File: config.mk
export PLATFORM = sky130hd
export DESIGN_NAME = hdc_core
export DESIGN_NICKNAME = d
export VERILOG_FILES = /design/src/hdc_pkg.sv /design/src/hdc_drive_shaper.sv /design/src/hdc_core.sv
export SDC_FILE = /design/constraint.sdc
export NUM_CORES = 1
export LEC_CHECK = 0
export ABC_AREA = 0
export BUFFER_PORTS_ARGS = -buffer_cell sky130_fd_sc_hd__buf_2
export CORE_MARGIN = 2
export CORE_UTILIZATION = 45
export CTS_CLUSTER_DIAMETER = 30
export DETAILED_ROUTE_END_ITERATION = 8
export MAX_ROUTING_LAYER = met4
export PLACE_DENSITY_LB_ADDON = 0.25
export SLEW_MARGIN = 20
export SYNTH_ARGS = -nofsm -noshare
export SYNTH_HDL_FRONTEND = slang
export SYNTH_SLANG_ARGS = --single-unit
File: constraint.sdc
create_clock -name ref_clk -period 8.1 [get_ports ref_clk]
set_input_delay 1.62 -clock ref_clk [delete_from_list [all_inputs] [get_ports ref_clk]]
set_output_delay 1.62 -clock ref_clk [all_outputs]
set_load 0.02 [all_outputs]
File: src/hdc_pkg.sv
// Package with register map, field positions, timing and state types of the haptic control block.
package hdc_pkg;

  // Register offsets.
  localparam logic [7:0] REG_STATUS   = 8'h00;
  localparam logic [7:0] REG_MODE     = 8'h01;
  localparam logic [7:0] REG_DIRECT   = 8'h02;
  localparam logic [7:0] REG_LAUNCH   = 8'h0c;
  localparam logic [7:0] REG_FUSE_LO  = 8'h16;
  localparam logic [7:0] REG_ODLIM    = 8'h17;
  localparam logic [7:0] REG_FUSE_HI  = 8'h1a;
  localparam logic [7:0] REG_LOOP     = 8'h1d;
  localparam logic [7:0] REG_FUSE     = 8'h1e;
  localparam logic [7:0] REG_OLPER    = 8'h20;
  localparam logic [7:0] REG_RESPER   = 8'h22;

  // Number of fuse backed bytes and their indices inside the fuse window.
  localparam int          FUSE_BYTES  = 5;
  localparam logic [2:0] IDX_RATED   = 3'h0;
  localparam logic [2:0] IDX_ODLIM   = 3'h1;
  localparam logic [2:0] IDX_COMP    = 3'h2;
  localparam logic [2:0] IDX_BEMF    = 3'h3;
  localparam logic [2:0] IDX_FEEDBK  = 3'h4;

  // Field positions.
  localparam int BIT_DIAG      = 3;
  localparam int BIT_ID_LSB    = 5;
  localparam int BIT_SOFTRST   = 7;
  localparam int BIT_STANDBY   = 6;
  localparam int BIT_LAUNCH    = 0;
  localparam int BIT_ACT_TYPE  = 7;
  localparam int BIT_BIDIR     = 7;
  localparam int BIT_ROT_OL    = 5;
  localparam int BIT_SIGNED    = 3;
  localparam int BIT_ANALOG    = 1;
  localparam int BIT_LIN_OL    = 0;
  localparam int BIT_FUSE_PROG = 0;
  localparam int BIT_FUSE_STAT = 2;

  // Write masks, reserved bits stay zero.
  localparam logic [7:0] MODE_WMASK  = 8'h47;
  localparam logic [7:0] OLPER_WMASK = 8'h7f;

  // Operating selector values.
  localparam logic [2:0] MODE_PWM    = 3'h3;
  localparam logic [2:0] MODE_DIRECT = 3'h5;
  localparam logic [2:0] MODE_CAL    = 3'h7;

  // Reset values.
  localparam logic [7:0] MODE_RST    = 8'h40;
  localparam logic [7:0] LOOP_RST    = 8'h80;
  localparam logic [7:0] OLPER_RST   = 8'h33;
  localparam logic [7:0] RATED_RST   = 8'h40;
  localparam logic [7:0] ODLIM_RST   = 8'h80;
  localparam logic [7:0] BYTE_ZERO   = 8'h00;

  // Drive scaling.
  localparam logic [8:0] MID_SCALE   = 9'h080;
  localparam int         BIP_SHIFT   = 7;
  localparam int         UNI_SHIFT   = 8;

  // Timing at the 40 MHz reference clock.
  localparam int CLK_HZ          = 40000000;
  localparam int CAL_TIME_US     = 1000;
  localparam int CAL_CYCLES      = CLK_HZ / 1000000 * CAL_TIME_US;
  localparam int HALF_UNIT_NS    = 49230;
  localparam int HALF_UNIT_CYC   = HALF_UNIT_NS * (CLK_HZ / 1000000) / 1000;
  localparam int PWM_DIV         = 128;
  localparam logic [5:0] PWM_EDGE_LAST = 6'(PWM_DIV / 2 - 1);

  // Register port request.
  typedef struct packed {
    logic       wr;
    logic       rd;
    logic [7:0] addr;
    logic [7:0] wdata;
  } hdc_req_s;

  // Calibration engine states.
  typedef enum logic [1:0] {
    CAL_IDLE = 2'b00,
    CAL_RUN  = 2'b01,
    CAL_DONE = 2'b10
  } hdc_cal_e;

  typedef logic [FUSE_BYTES-1:0][7:0] hdc_fuse_t;

  // Complete state of the control core.
  typedef struct packed {
    logic [7:0]  mode;
    logic [7:0]  direct;
    logic        launch;
    hdc_fuse_t   cfg;
    logic [7:0]  loopc;
    logic [7:0]  olper;
    logic [7:0]  resper;
    hdc_fuse_t   fuse;
    logic        burned;
    logic        diag;
    hdc_cal_e    cal;
    logic [23:0] cal_cnt;
    logic        lock_seen;
    logic [17:0] per_cnt;
    logic [5:0]  edge_cnt;
    logic        pwm_prev;
    logic        zc_prev;
    logic        comm;
    logic [7:0]  rdata;
    logic        rvalid;
    logic [7:0]  drive_level;
    logic        drive_neg;
    logic        phase;
    logic        reverse;
    logic        cal_busy;
  } hdc_core_s;

  // State of the drive shaper.
  typedef struct packed {
    logic [7:0] mag;
    logic       neg;
  } hdc_shp_s;

endpackage

File: src/hdc_drive_shaper.sv
// Drive shaper that turns an eight-bit playback value into a magnitude and a direction.
`timescale 1ns/100ps
module hdc_drive_shaper (
  input  wire logic       ref_clk,
  input  wire logic       nrst,
  input  wire logic [7:0] raw,
  input  wire logic       unsigned_fmt,
  input  wire logic       open_loop,
  input  wire logic       bidir,
  input  wire logic [7:0] od_limit,
  input  wire logic [7:0] rated,
  input  wire logic       brake_req,
  output logic      [7:0] mag,
  output logic            neg
);

  hdc_pkg::hdc_shp_s s_reg;
  hdc_pkg::hdc_shp_s s_next;
  logic signed [8:0] rel;
  logic [7:0]        absval;
  logic [16:0]       bip_prod;
  logic [16:0]       uni_prod;
  logic [8:0]        bip_ref;
  logic [8:0]        uni_val;
  logic [8:0]        lvl;

  // Scaling adds one reference step so that full scale lands exactly on the reference.
  always_comb begin
    s_next = s_reg;
    rel = unsigned_fmt ? ($signed({1'b0, raw}) - $signed(hdc_pkg::MID_SCALE))
                       : $signed({raw[7], raw});
    absval = rel[8] ? 8'(-rel) : rel[7:0];
    bip_ref = open_loop ? {1'b0, od_limit} : {1'b0, rated};
    bip_prod = 17'(absval) * 17'(bip_ref) + 17'(bip_ref);
    uni_prod = 17'(raw) * 17'(rated) + 17'(rated);
    uni_val = 9'(uni_prod >> hdc_pkg::UNI_SHIFT);
    lvl = (absval == 8'h00) ? 9'h000 : 9'(bip_prod >> hdc_pkg::BIP_SHIFT);
    s_next.neg = 1'b0;
    if (open_loop) begin
      s_next.neg = rel[8];
    end else if (!bidir) begin
      lvl = uni_val;
    end else if (rel[8]) begin
      lvl = 9'h000;
    end
    if (!open_loop && brake_req) begin
      lvl = {1'b0, od_limit};
      s_next.neg = 1'b1;
    end
    // Nothing ever exceeds the peak limit, whatever the mode.
    s_next.mag = (lvl > {1'b0, od_limit}) ? od_limit : lvl[7:0];
  end

  // State register.
  always_ff @(posedge ref_clk) begin
    if (!nrst) begin
      s_reg <= '0;
    end else begin
      s_reg <= s_next;
    end
  end

  assign mag = s_reg.mag;
  assign neg = s_reg.neg;

endmodule

File: src/hdc_core.sv
// Control core of the haptic driver: registers, calibration, fuse memory and drive steering.
//
// Function
// - Linear open loop on pulse-width input commutates at input frequency over 128.
// - Without pulse-width input, linear open-loop period comes from the seven-bit field.
// - Closed loop regulates level and, for linear, tracks drive frequency.
// - Rotary calibration ignores linear-only inputs.
// - Writing 0x07 to the mode register leaves standby and selects calibration.
// - Launch bit starts calibration, clears itself at the end, results stored.
// - Calibration faults show in the diagnostic fail flag.
// - Calibration contents survive standby and enable low.
// - Fuse memory accepts only one programming.
// - Writing mode_control to the fuse register programs it; status then reads 1.
// - Soft reset reloads fuse-backed registers from fuse memory once burned, else defaults; power-up clears the fuse and loads defaults.
// - Open loop scales full scale to the peak limit, mid-scale zero, below negative.
// - Negative open-loop drive reverses rotary or shifts linear phase by half a cycle.
// - Direct values are eight bits, signed or unsigned by the signedness bit.
// - Closed-loop unidirectional uses full range scaled to the nominal level.
// - Closed loop never exceeds the peak limit and brakes on feedback demand.
// - Closed-loop bidirectional: mid-scale and below give zero drive.
// - Power-up default is closed-loop bidirectional.
// - Selector value 5 gives direct playback at the written amplitude.
`timescale 1ns/100ps
module hdc_core #(
  parameter int         CAL_CYCLES    = hdc_pkg::CAL_CYCLES,
  parameter int         HALF_UNIT_CYC = hdc_pkg::HALF_UNIT_CYC,
  parameter logic [2:0] DEVICE_CODE   = 3'h5
) (
  input  wire logic             ref_clk,
  input  wire logic             nrst,
  input  wire logic             en,
  input  wire hdc_pkg::hdc_req_s req,
  input  wire logic             pwm_in,
  input  wire logic [7:0]       pwm_duty,
  input  wire logic             zero_cross,
  input  wire logic             brake_req,
  input  wire logic             res_lock,
  input  wire logic             bemf_ok,
  input  wire logic [7:0]       cal_comp_in,
  input  wire logic [7:0]       cal_bemf_in,
  input  wire logic [7:0]       res_period_in,
  output logic      [7:0]       reg_rdata,
  output logic                  reg_rvalid,
  output logic      [7:0]       drive_level,
  output logic                  drive_neg,
  output logic                  comm_phase,
  output logic                  reverse_drive,
  output logic                  cal_busy
);

  // DEVICE_CODE is an arbitrary neutral value, not a real part code.
  initial begin
    if (CAL_CYCLES < 1 || CAL_CYCLES >= (1 << 24)) begin
      $error("CAL_CYCLES out of range");
    end
    if (HALF_UNIT_CYC < 1 || HALF_UNIT_CYC >= (1 << 11)) begin
      $error("HALF_UNIT_CYC out of range");
    end
  end

  localparam logic [23:0] CAL_LAST  = 24'(CAL_CYCLES - 1);
  localparam logic [10:0] HALF_UNIT = 11'(HALF_UNIT_CYC);

  hdc_pkg::hdc_core_s s_reg;
  hdc_pkg::hdc_core_s s_next;
  hdc_pkg::hdc_core_s rst_val;

  logic       linear;
  logic       rot_ol;
  logic       lin_ol;
  logic       open_loop;
  logic       standby;
  logic [2:0] sel;
  logic       pwm_use;
  logic       active;
  logic [7:0] shp_raw;
  logic [7:0] shp_mag;
  logic       shp_neg;
  logic       pwm_edge;
  logic       zc_edge;
  logic [17:0] half_limit;
  logic [2:0] fidx;
  logic       in_fuse;

  // Decoded configuration.
  assign linear    = s_reg.cfg[hdc_pkg::IDX_FEEDBK][hdc_pkg::BIT_ACT_TYPE];
  assign rot_ol    = s_reg.loopc[hdc_pkg::BIT_ROT_OL];
  assign lin_ol    = s_reg.loopc[hdc_pkg::BIT_LIN_OL];
  assign open_loop = linear ? lin_ol : rot_ol;
  assign standby   = s_reg.mode[hdc_pkg::BIT_STANDBY];
  assign sel       = s_reg.mode[2:0];
  assign pwm_use   = (sel == hdc_pkg::MODE_PWM) && !s_reg.loopc[hdc_pkg::BIT_ANALOG];
  assign active    = en && !standby && ((sel == hdc_pkg::MODE_DIRECT) || pwm_use);
  assign shp_raw   = (sel == hdc_pkg::MODE_DIRECT) ? s_reg.direct : pwm_duty;
  assign pwm_edge  = pwm_in && !s_reg.pwm_prev;
  assign zc_edge   = zero_cross && !s_reg.zc_prev;
  assign half_limit = 18'(s_reg.olper[6:0]) * 18'(HALF_UNIT);
  assign fidx      = 3'(req.addr - hdc_pkg::REG_FUSE_LO);
  assign in_fuse   = (req.addr >= hdc_pkg::REG_FUSE_LO) && (req.addr <= hdc_pkg::REG_FUSE_HI);

  // Drive value shaping per loop mode.
  hdc_drive_shaper u_shaper (
    .ref_clk      (ref_clk),
    .nrst         (nrst),
    .raw          (shp_raw),
    .unsigned_fmt (s_reg.loopc[hdc_pkg::BIT_SIGNED]),
    .open_loop    (open_loop),
    .bidir        (s_reg.loopc[hdc_pkg::BIT_BIDIR]),
    .od_limit     (s_reg.cfg[hdc_pkg::IDX_ODLIM]),
    .rated        (s_reg.cfg[hdc_pkg::IDX_RATED]),
    .brake_req    (brake_req),
    .mag          (shp_mag),
    .neg          (shp_neg)
  );

  // Reset image: every register to its default, fuse-backed bytes from fuse once burned.
  // The fuse contents and the burned mark are carried over so a soft reset keeps them.
  always_comb begin
    rst_val = '0;
    rst_val.mode = hdc_pkg::MODE_RST;
    rst_val.loopc = hdc_pkg::LOOP_RST;
    rst_val.olper = hdc_pkg::OLPER_RST;
    rst_val.cal = hdc_pkg::CAL_IDLE;
    rst_val.fuse = s_reg.fuse;
    rst_val.burned = s_reg.burned;
    if (s_reg.burned) begin
      rst_val.cfg = s_reg.fuse;
    end else begin
      rst_val.cfg[hdc_pkg::IDX_RATED] = hdc_pkg::RATED_RST;
      rst_val.cfg[hdc_pkg::IDX_ODLIM] = hdc_pkg::ODLIM_RST;
    end
  end

  // Next state.
  always_comb begin
    s_next = s_reg;
    s_next.rvalid = 1'b0;
    s_next.pwm_prev = pwm_in;
    s_next.zc_prev = zero_cross;

    // Calibration engine; start and run freeze while enable is low so nothing is lost.
    case (s_reg.cal)
      hdc_pkg::CAL_IDLE: begin
        if (en && s_reg.launch && !standby && sel == hdc_pkg::MODE_CAL) begin
          s_next.cal = hdc_pkg::CAL_RUN;
          s_next.cal_cnt = '0;
          s_next.lock_seen = 1'b0;
          s_next.diag = 1'b0;
        end
      end
      hdc_pkg::CAL_RUN: begin
        if (en) begin
          s_next.cal_cnt = s_reg.cal_cnt + 24'h000001;
          if (res_lock && linear) begin
            s_next.lock_seen = 1'b1;
          end
          if (s_reg.cal_cnt == CAL_LAST) begin
            s_next.cal = hdc_pkg::CAL_DONE;
          end
        end
      end
      hdc_pkg::CAL_DONE: begin
        // Results land in the output registers and the launch bit drops.
        s_next.cfg[hdc_pkg::IDX_COMP] = cal_comp_in;
        s_next.cfg[hdc_pkg::IDX_BEMF] = cal_bemf_in;
        if (linear) begin
          s_next.resper = res_period_in;
        end
        // A rotary motor is judged on back-EMF alone; lock is a linear-only input.
        s_next.diag = !bemf_ok || (linear && !s_reg.lock_seen);
        s_next.launch = 1'b0;
        s_next.cal = hdc_pkg::CAL_IDLE;
      end
      default: begin
        s_next.cal = hdc_pkg::CAL_IDLE;
      end
    endcase

    // Commutation timing for the linear actuator.
    if (!linear) begin
      s_next.comm = 1'b0;
      s_next.per_cnt = '0;
      s_next.edge_cnt = '0;
    end else if (!open_loop) begin
      if (zc_edge) begin
        s_next.comm = !s_reg.comm;
      end
    end else if (pwm_use) begin
      if (pwm_edge) begin
        s_next.edge_cnt = s_reg.edge_cnt + 6'h01;
        if (s_reg.edge_cnt == hdc_pkg::PWM_EDGE_LAST) begin
          s_next.edge_cnt = '0;
          s_next.comm = !s_reg.comm;
        end
      end
    end else begin
      // A zero period flips the phase on every clock rather than stalling it.
      if (s_reg.per_cnt + 18'h00001 >= half_limit) begin
        s_next.per_cnt = '0;
        s_next.comm = !s_reg.comm;
      end else begin
        s_next.per_cnt = s_reg.per_cnt + 18'h00001;
      end
    end

    // Drive outputs; only direct playback and pulse-width modes drive here.
    s_next.drive_level = active ? shp_mag : 8'h00;
    s_next.drive_neg = active && shp_neg;
    s_next.phase = linear && (s_reg.comm ^ (active && shp_neg));
    s_next.reverse = !linear && active && shp_neg;
    s_next.cal_busy = (s_reg.cal != hdc_pkg::CAL_IDLE);

    // Host writes come last so a host set wins over a same-cycle hardware clear.
    // Writes are ignored while enable is low, which also keeps the settings intact.
    if (req.wr && en) begin
      if (in_fuse) begin
        s_next.cfg[fidx] = req.wdata;
      end
      case (req.addr)
        hdc_pkg::REG_MODE: begin
          if (req.wdata[hdc_pkg::BIT_SOFTRST]) begin
            s_next = rst_val;
          end else begin
            s_next.mode = req.wdata & hdc_pkg::MODE_WMASK;
          end
        end
        hdc_pkg::REG_DIRECT: begin
          s_next.direct = req.wdata;
        end
        hdc_pkg::REG_LAUNCH: begin
          s_next.launch = req.wdata[hdc_pkg::BIT_LAUNCH] || (s_next.cal != hdc_pkg::CAL_IDLE);
        end
        hdc_pkg::REG_LOOP: begin
          s_next.loopc = req.wdata;
        end
        hdc_pkg::REG_OLPER: begin
          s_next.olper = req.wdata & hdc_pkg::OLPER_WMASK;
        end
        hdc_pkg::REG_FUSE: begin
          if (req.wdata[hdc_pkg::BIT_FUSE_PROG] && !s_reg.burned) begin
            s_next.fuse = s_reg.cfg;
            s_next.burned = 1'b1;
          end
        end
        default: begin
        end
      endcase
    end

    // Read answer one cycle after the request.
    if (req.rd) begin
      s_next.rvalid = 1'b1;
      s_next.rdata = 8'h00;
      if (in_fuse) begin
        s_next.rdata = s_reg.cfg[fidx];
      end
      case (req.addr)
        hdc_pkg::REG_STATUS: begin
          s_next.rdata[7:hdc_pkg::BIT_ID_LSB] = DEVICE_CODE;
          s_next.rdata[hdc_pkg::BIT_DIAG] = s_reg.diag;
        end
        hdc_pkg::REG_MODE: begin
          s_next.rdata = s_reg.mode;
        end
        hdc_pkg::REG_DIRECT: begin
          s_next.rdata = s_reg.direct;
        end
        hdc_pkg::REG_LAUNCH: begin
          s_next.rdata[hdc_pkg::BIT_LAUNCH] = s_reg.launch;
        end
        hdc_pkg::REG_LOOP: begin
          s_next.rdata = s_reg.loopc;
        end
        hdc_pkg::REG_FUSE: begin
          s_next.rdata[hdc_pkg::BIT_FUSE_STAT] = s_reg.burned;
        end
        hdc_pkg::REG_OLPER: begin
          s_next.rdata = s_reg.olper;
        end
        hdc_pkg::REG_RESPER: begin
          s_next.rdata = s_reg.resper;
        end
        default: begin
        end
      endcase
    end
  end

  // State register; calibration data is changed by reset, calibration and host writes, never by standby or enable.
  always_ff @(posedge ref_clk) begin
    if (!nrst) begin
      s_reg <= '{mode: hdc_pkg::MODE_RST, loopc: hdc_pkg::LOOP_RST, olper: hdc_pkg::OLPER_RST,
                 cfg: {hdc_pkg::BYTE_ZERO, hdc_pkg::BYTE_ZERO, hdc_pkg::BYTE_ZERO,
                       hdc_pkg::ODLIM_RST, hdc_pkg::RATED_RST},
                 cal: hdc_pkg::CAL_IDLE, default: '0};
    end else begin
      s_reg <= s_next;
    end
  end

  // Outputs straight from the state register.
  assign reg_rdata     = s_reg.rdata;
  assign reg_rvalid    = s_reg.rvalid;
  assign drive_level   = s_reg.drive_level;
  assign drive_neg     = s_reg.drive_neg;
  assign comm_phase    = s_reg.phase;
  assign reverse_drive = s_reg.reverse;
  assign cal_busy      = s_reg.cal_busy;

endmodule

==> metrics.md <==
| Metric | Value |
|---|---|
| Layout cells sized above 1 | `15.24%` |
| Share of async-settable or async-resettable flops after synthesis | `0%` |
| Vias after detailed routing | `about 15k` |
| Synth cell count leaders | `sky130_fd_sc_hd__nand2_1 (245), sky130_fd_sc_hd__nor2_1 (220), sky130_fd_sc_hd__dfxtp_1 (202)` |
| Element type at the critical path start | `input port` |
| Finished layout cell area | `19160 µm²` |
| Clock buffers created by TritonCTS | `45` |
| Highest Clock Rate | `0.1244 GHz` |
| Floorplan row count | `69` |
| Endpoints failing setup | `0` |
| Global-route usage over all layers | `about a quarter` |
| Total Negative Setup Slacks | `0 ns` |
| Final cycle utilization of the critical path | `99.22%` |
| Estimated wirelength of the detail-placed design | `roughly 35000 µm` |
| Post-detailed-placement cell area | `17400 µm²` |
| Final std cells w/o fill | `2610` |
| Final weighted congestion in routability-driven placement | `a little over 0.9` |
| Areal power density over the cells | `165.9 nW/µm²` |
| Avg Inst Size Synth | `8.077 µm²` |
| Most frequently used flop master after synthesis | `sky130_fd_sc_hd__dfxtp_1` |
| Kind of critical path | `in2reg` |
| Count of nets after finishing | `2408` |
| Maximum resistive drop on vdd | `about 0.00015 V` |
| Max-slew violations | `0` |
| Top-area cell type share of the netlist area | `between 20% and 30%` |
| Synth top area cells | `sky130_fd_sc_hd__dfxtp_1 (25%), sky130_fd_sc_hd__fa_1 (13%), sky130_fd_sc_hd__ha_1 (10%)` |
| Library cells used by synthesis | `74` |
| Port Buffer Count | `78` |
| Insertion delay to the later sink of the worst-skew pair | `0.56 ns` |
| Post-synth design cell area | `16420 µm²` |
| Fin crit period | `approximately 8.0 ns` |
| Die ar. | `38030 µm²` |
| Post-Synth Adder-Cell Area | `23.12%` |
| Slowest Stage Delay on Critical Path | `0.55 ns` |
| FF-to-FF Start | `s_reg[192]` |
| Initial Util | `between 40 and 50%` |
| Maximum count of clock buffers along a single path | `3` |
| Normalized max-slew margin | `26.03%` |
| Antenna violations before repair | `1` |
| Remaining routing DRC violations | `0` |
| Place WS | `-0.4228 ns` |
| Antenna Nets Post-Route | `0` |
| Final wirelength | `47610 µm` |
| Wire length of the first global-routing pass | `approximately 76000 µm` |
| Worst hold-check path type | `reg2reg` |
| Signal arrival time at the worst endpoint | `8.45 ns` |
| Crit end category | `flop` |
| Detailed router's first-iteration violation count | `973` |
| Pre-antenna DRT Iters | `5` |
| Inst Count DP | `~2.5k` |
| Net count after synthesis | `~2.3k` |
| Post-DR vias/cell | `5.711` |
| Aggregate global routing overflow | `0` |
| Max_cap viols | `0` |
| Mapped Cells | `2033` |
| Depth of the worst register-to-register path | `32` |
| Clock tree from TritonCTS | `done` |
| EDFF count, synth | `0` |
| Post-synthesis compound-gate area fraction | `17.55%` |
| Critical Path Source | `pwm_duty[1]` |
| Clk slew on worst S/H paths | `0.05 ns` |
| Worst Skew | `between 0.02 and 0.03 ns` |
| Max FFs per register | `around 130` |
| Crit path top cell by count | `sky130_fd_sc_hd__fa_1` |
| Number of global-route vias before repair | `14.43k` |
| Slew at the pin closest to its max-slew limit | `roughly 1.1 ns` |
| Number of levels the H-tree was split into | `2` |
| Multiplexer share of the synthesized area | `4.617%` |
| Synth Area in XOR/XNOR | `2.065%` |
| Chip Width | `195.0 µm` |
| Count leader, synth | `sky130_fd_sc_hd__nand2_1` |
| Smallest setup slack after layout | `0.06312 ns` |
| Status | `completed` |
| Sequential fraction of the synthesis area | `between 20% and 30%` |
| Biggest area consumer among synthesized cells | `sky130_fd_sc_hd__dfxtp_1` |
| Setup repair after global routing missed its margin | `yes` |
| Count of pins on the block boundary | `79` |
| Worst min-delay path startpoint | `rst_val[92]` |
| Critical path fanouts, max | `8` |
| Main combinational cell family by area after synthesis | `adder cells` |
| CTS Sinks | `between 200 and 250` |
| Root Buffer Master | `sky130_fd_sc_hd__clkbuf_16` |
| Post-synthesis sequential element count | `202` |
| Critical-path cell with the highest stage delay | `sky130_fd_sc_hd__fa_1` |
| Required time worst endpoint | `8.51 ns` |
| Core footprint | `35740 µm²` |
| Vertical extent of the die | `195.0 µm` |
| Leak Pwr | `8.373 nW` |
| Wire length per cell | `18.24 µm` |
| Pin count of the biggest net entering global routing | `111` |
| Syn. warnings | `0` |
| Syn-to-layout area delta | `16.71%` |
| Area fraction in and, or, nand and nor cells after synthesis | `20.55%` |
| Number of cells traversed by the worst hold path | `2` |
| Smallest hold slack | `0.4479 ns` |
| Number of hold violations in the final report | `0` |
-- where the power goes --
| group | internal, W | switching, W | leakage (nW) |
|---|---|---|---|
| registers | 0.00100 | 0.00000479 | 1.63 |
| clock network | 0.00126 | 0.000629 | 0.769 |
| logic | 0.000110 | 0.000170 | 5.97 |
| total | 0.00237 | 0.000804 | 8.37 |
-- kinds of logic (layout without fill, tap and decap cells) --
kind of cell,count (synthesis),after routing
and+or+nand+nor,732,732
AOI/OAI and AO/OA,446,447
buffers and inverters,304,416
adders and majority gates,241,241
DFF,202,202
muxes,71,71
xor gates and xnor gates,37,37
other,0,3
-- layout by cell type (no fill, tap or decap), types with 10 or more instances in the layout --
cell type and count:
sky130_fd_sc_hd__xor2_1 19, sky130_fd_sc_hd__buf_4 74, sky130_fd_sc_hd__xnor2_1 15, sky130_fd_sc_hd__nor2_1 213
sky130_fd_sc_hd__nand2b_1 25, sky130_fd_sc_hd__and3_1 25, sky130_fd_sc_hd__mux2_2 12, sky130_fd_sc_hd__a211oi_1 26
sky130_fd_sc_hd__nand2_1 243, sky130_fd_sc_hd__a22oi_1 44, sky130_fd_sc_hd__dfxtp_1 202, sky130_fd_sc_hd__nor4_1 10
sky130_fd_sc_hd__and2_1 27, sky130_fd_sc_hd__nor3_1 27, sky130_fd_sc_hd__a21oi_1 170, sky130_fd_sc_hd__o221ai_1 15
sky130_fd_sc_hd__ha_1 136, sky130_fd_sc_hd__mux2i_1 54, sky130_fd_sc_hd__buf_2 76, sky130_fd_sc_hd__a31oi_1 12
sky130_fd_sc_hd__or2_2 26, sky130_fd_sc_hd__or3_1 12, sky130_fd_sc_hd__nor2b_1 21, sky130_fd_sc_hd__nand3_1 48
sky130_fd_sc_hd__fa_1 103, sky130_fd_sc_hd__inv_1 174, sky130_fd_sc_hd__o21ai_0 68, sky130_fd_sc_hd__clkinv_2 10
sky130_fd_sc_hd__nand4_1 17, sky130_fd_sc_hd__clkbuf_16 45, sky130_fd_sc_hd__o22a_1 14, sky130_fd_sc_hd__a21o_1 22
-- layout make-up --
class / count / area, µm²
repair buffers: 153 / 969.7
clock buffers: 49 / 1181
well taps: 461 / 576.8
multi-input cells: 1528 / 11300
inverters: 179 / 678.2
diodes: 3 / 7.507
clock inverters: 35 / 409.1
fillers: 3378 / 16580
flip-flops and latches: 202 / 4044
-- per-stage QoR --
step,total power (W),util [%]
2_1_floorplan,0.001197,-
3_3_place_gp,0.001284,48.68
3_5_place_dp,0.001289,48.69
4_1_cts,0.003181,53.14
5_1_grt,0.003280,53.61
6_report,0.003179,53.62
-- worst max-delay path, delay by kind of cell --
family / cells / cell delay [ns]
buffers and inverters: 5 / 0.27
AND/OR/NAND/NOR: 8 / 1.37
AO/OA/AOI/OAI: 9 / 1.79
adder cells (fa/ha/maj): 7 / 2.65
XOR/XNOR: 2 / 0.47
multiplexers: 1 / 0.27
-- routing by layer --
metal / routed length, µm / vias up / GRT usage, %
met5: 0 / - / -
met4: 1625 / 0 / 8.708
met3: 3180 / 114 / 4.197
met2: 21980 / 496 / 41.24
met1: 20820 / 7165 / 33.19
li1: - / 7130 / -
-- worst paths after layout --
| kind | endpoint | slack [ns] |
|---|---|---|
| max reg2reg | u_shaper.mag[2] | 0.37 |
| min | rst_val[92] | 0.45 |
| min reg2reg | rst_val[92] | 0.45 |
| max | u_shaper.mag[2] | 0.06 |
-- repair_timing --
| action | CTS | global route |
|---|---|---|
| hold buffers | 0 | 0 |
| gates resized for setup | 0 | 20 |
| setup endpoints to repair | 0 | 8 |
| buffers inserted | 0 | 7 |
Note: power is estimated with default switching activity, not from simulation.
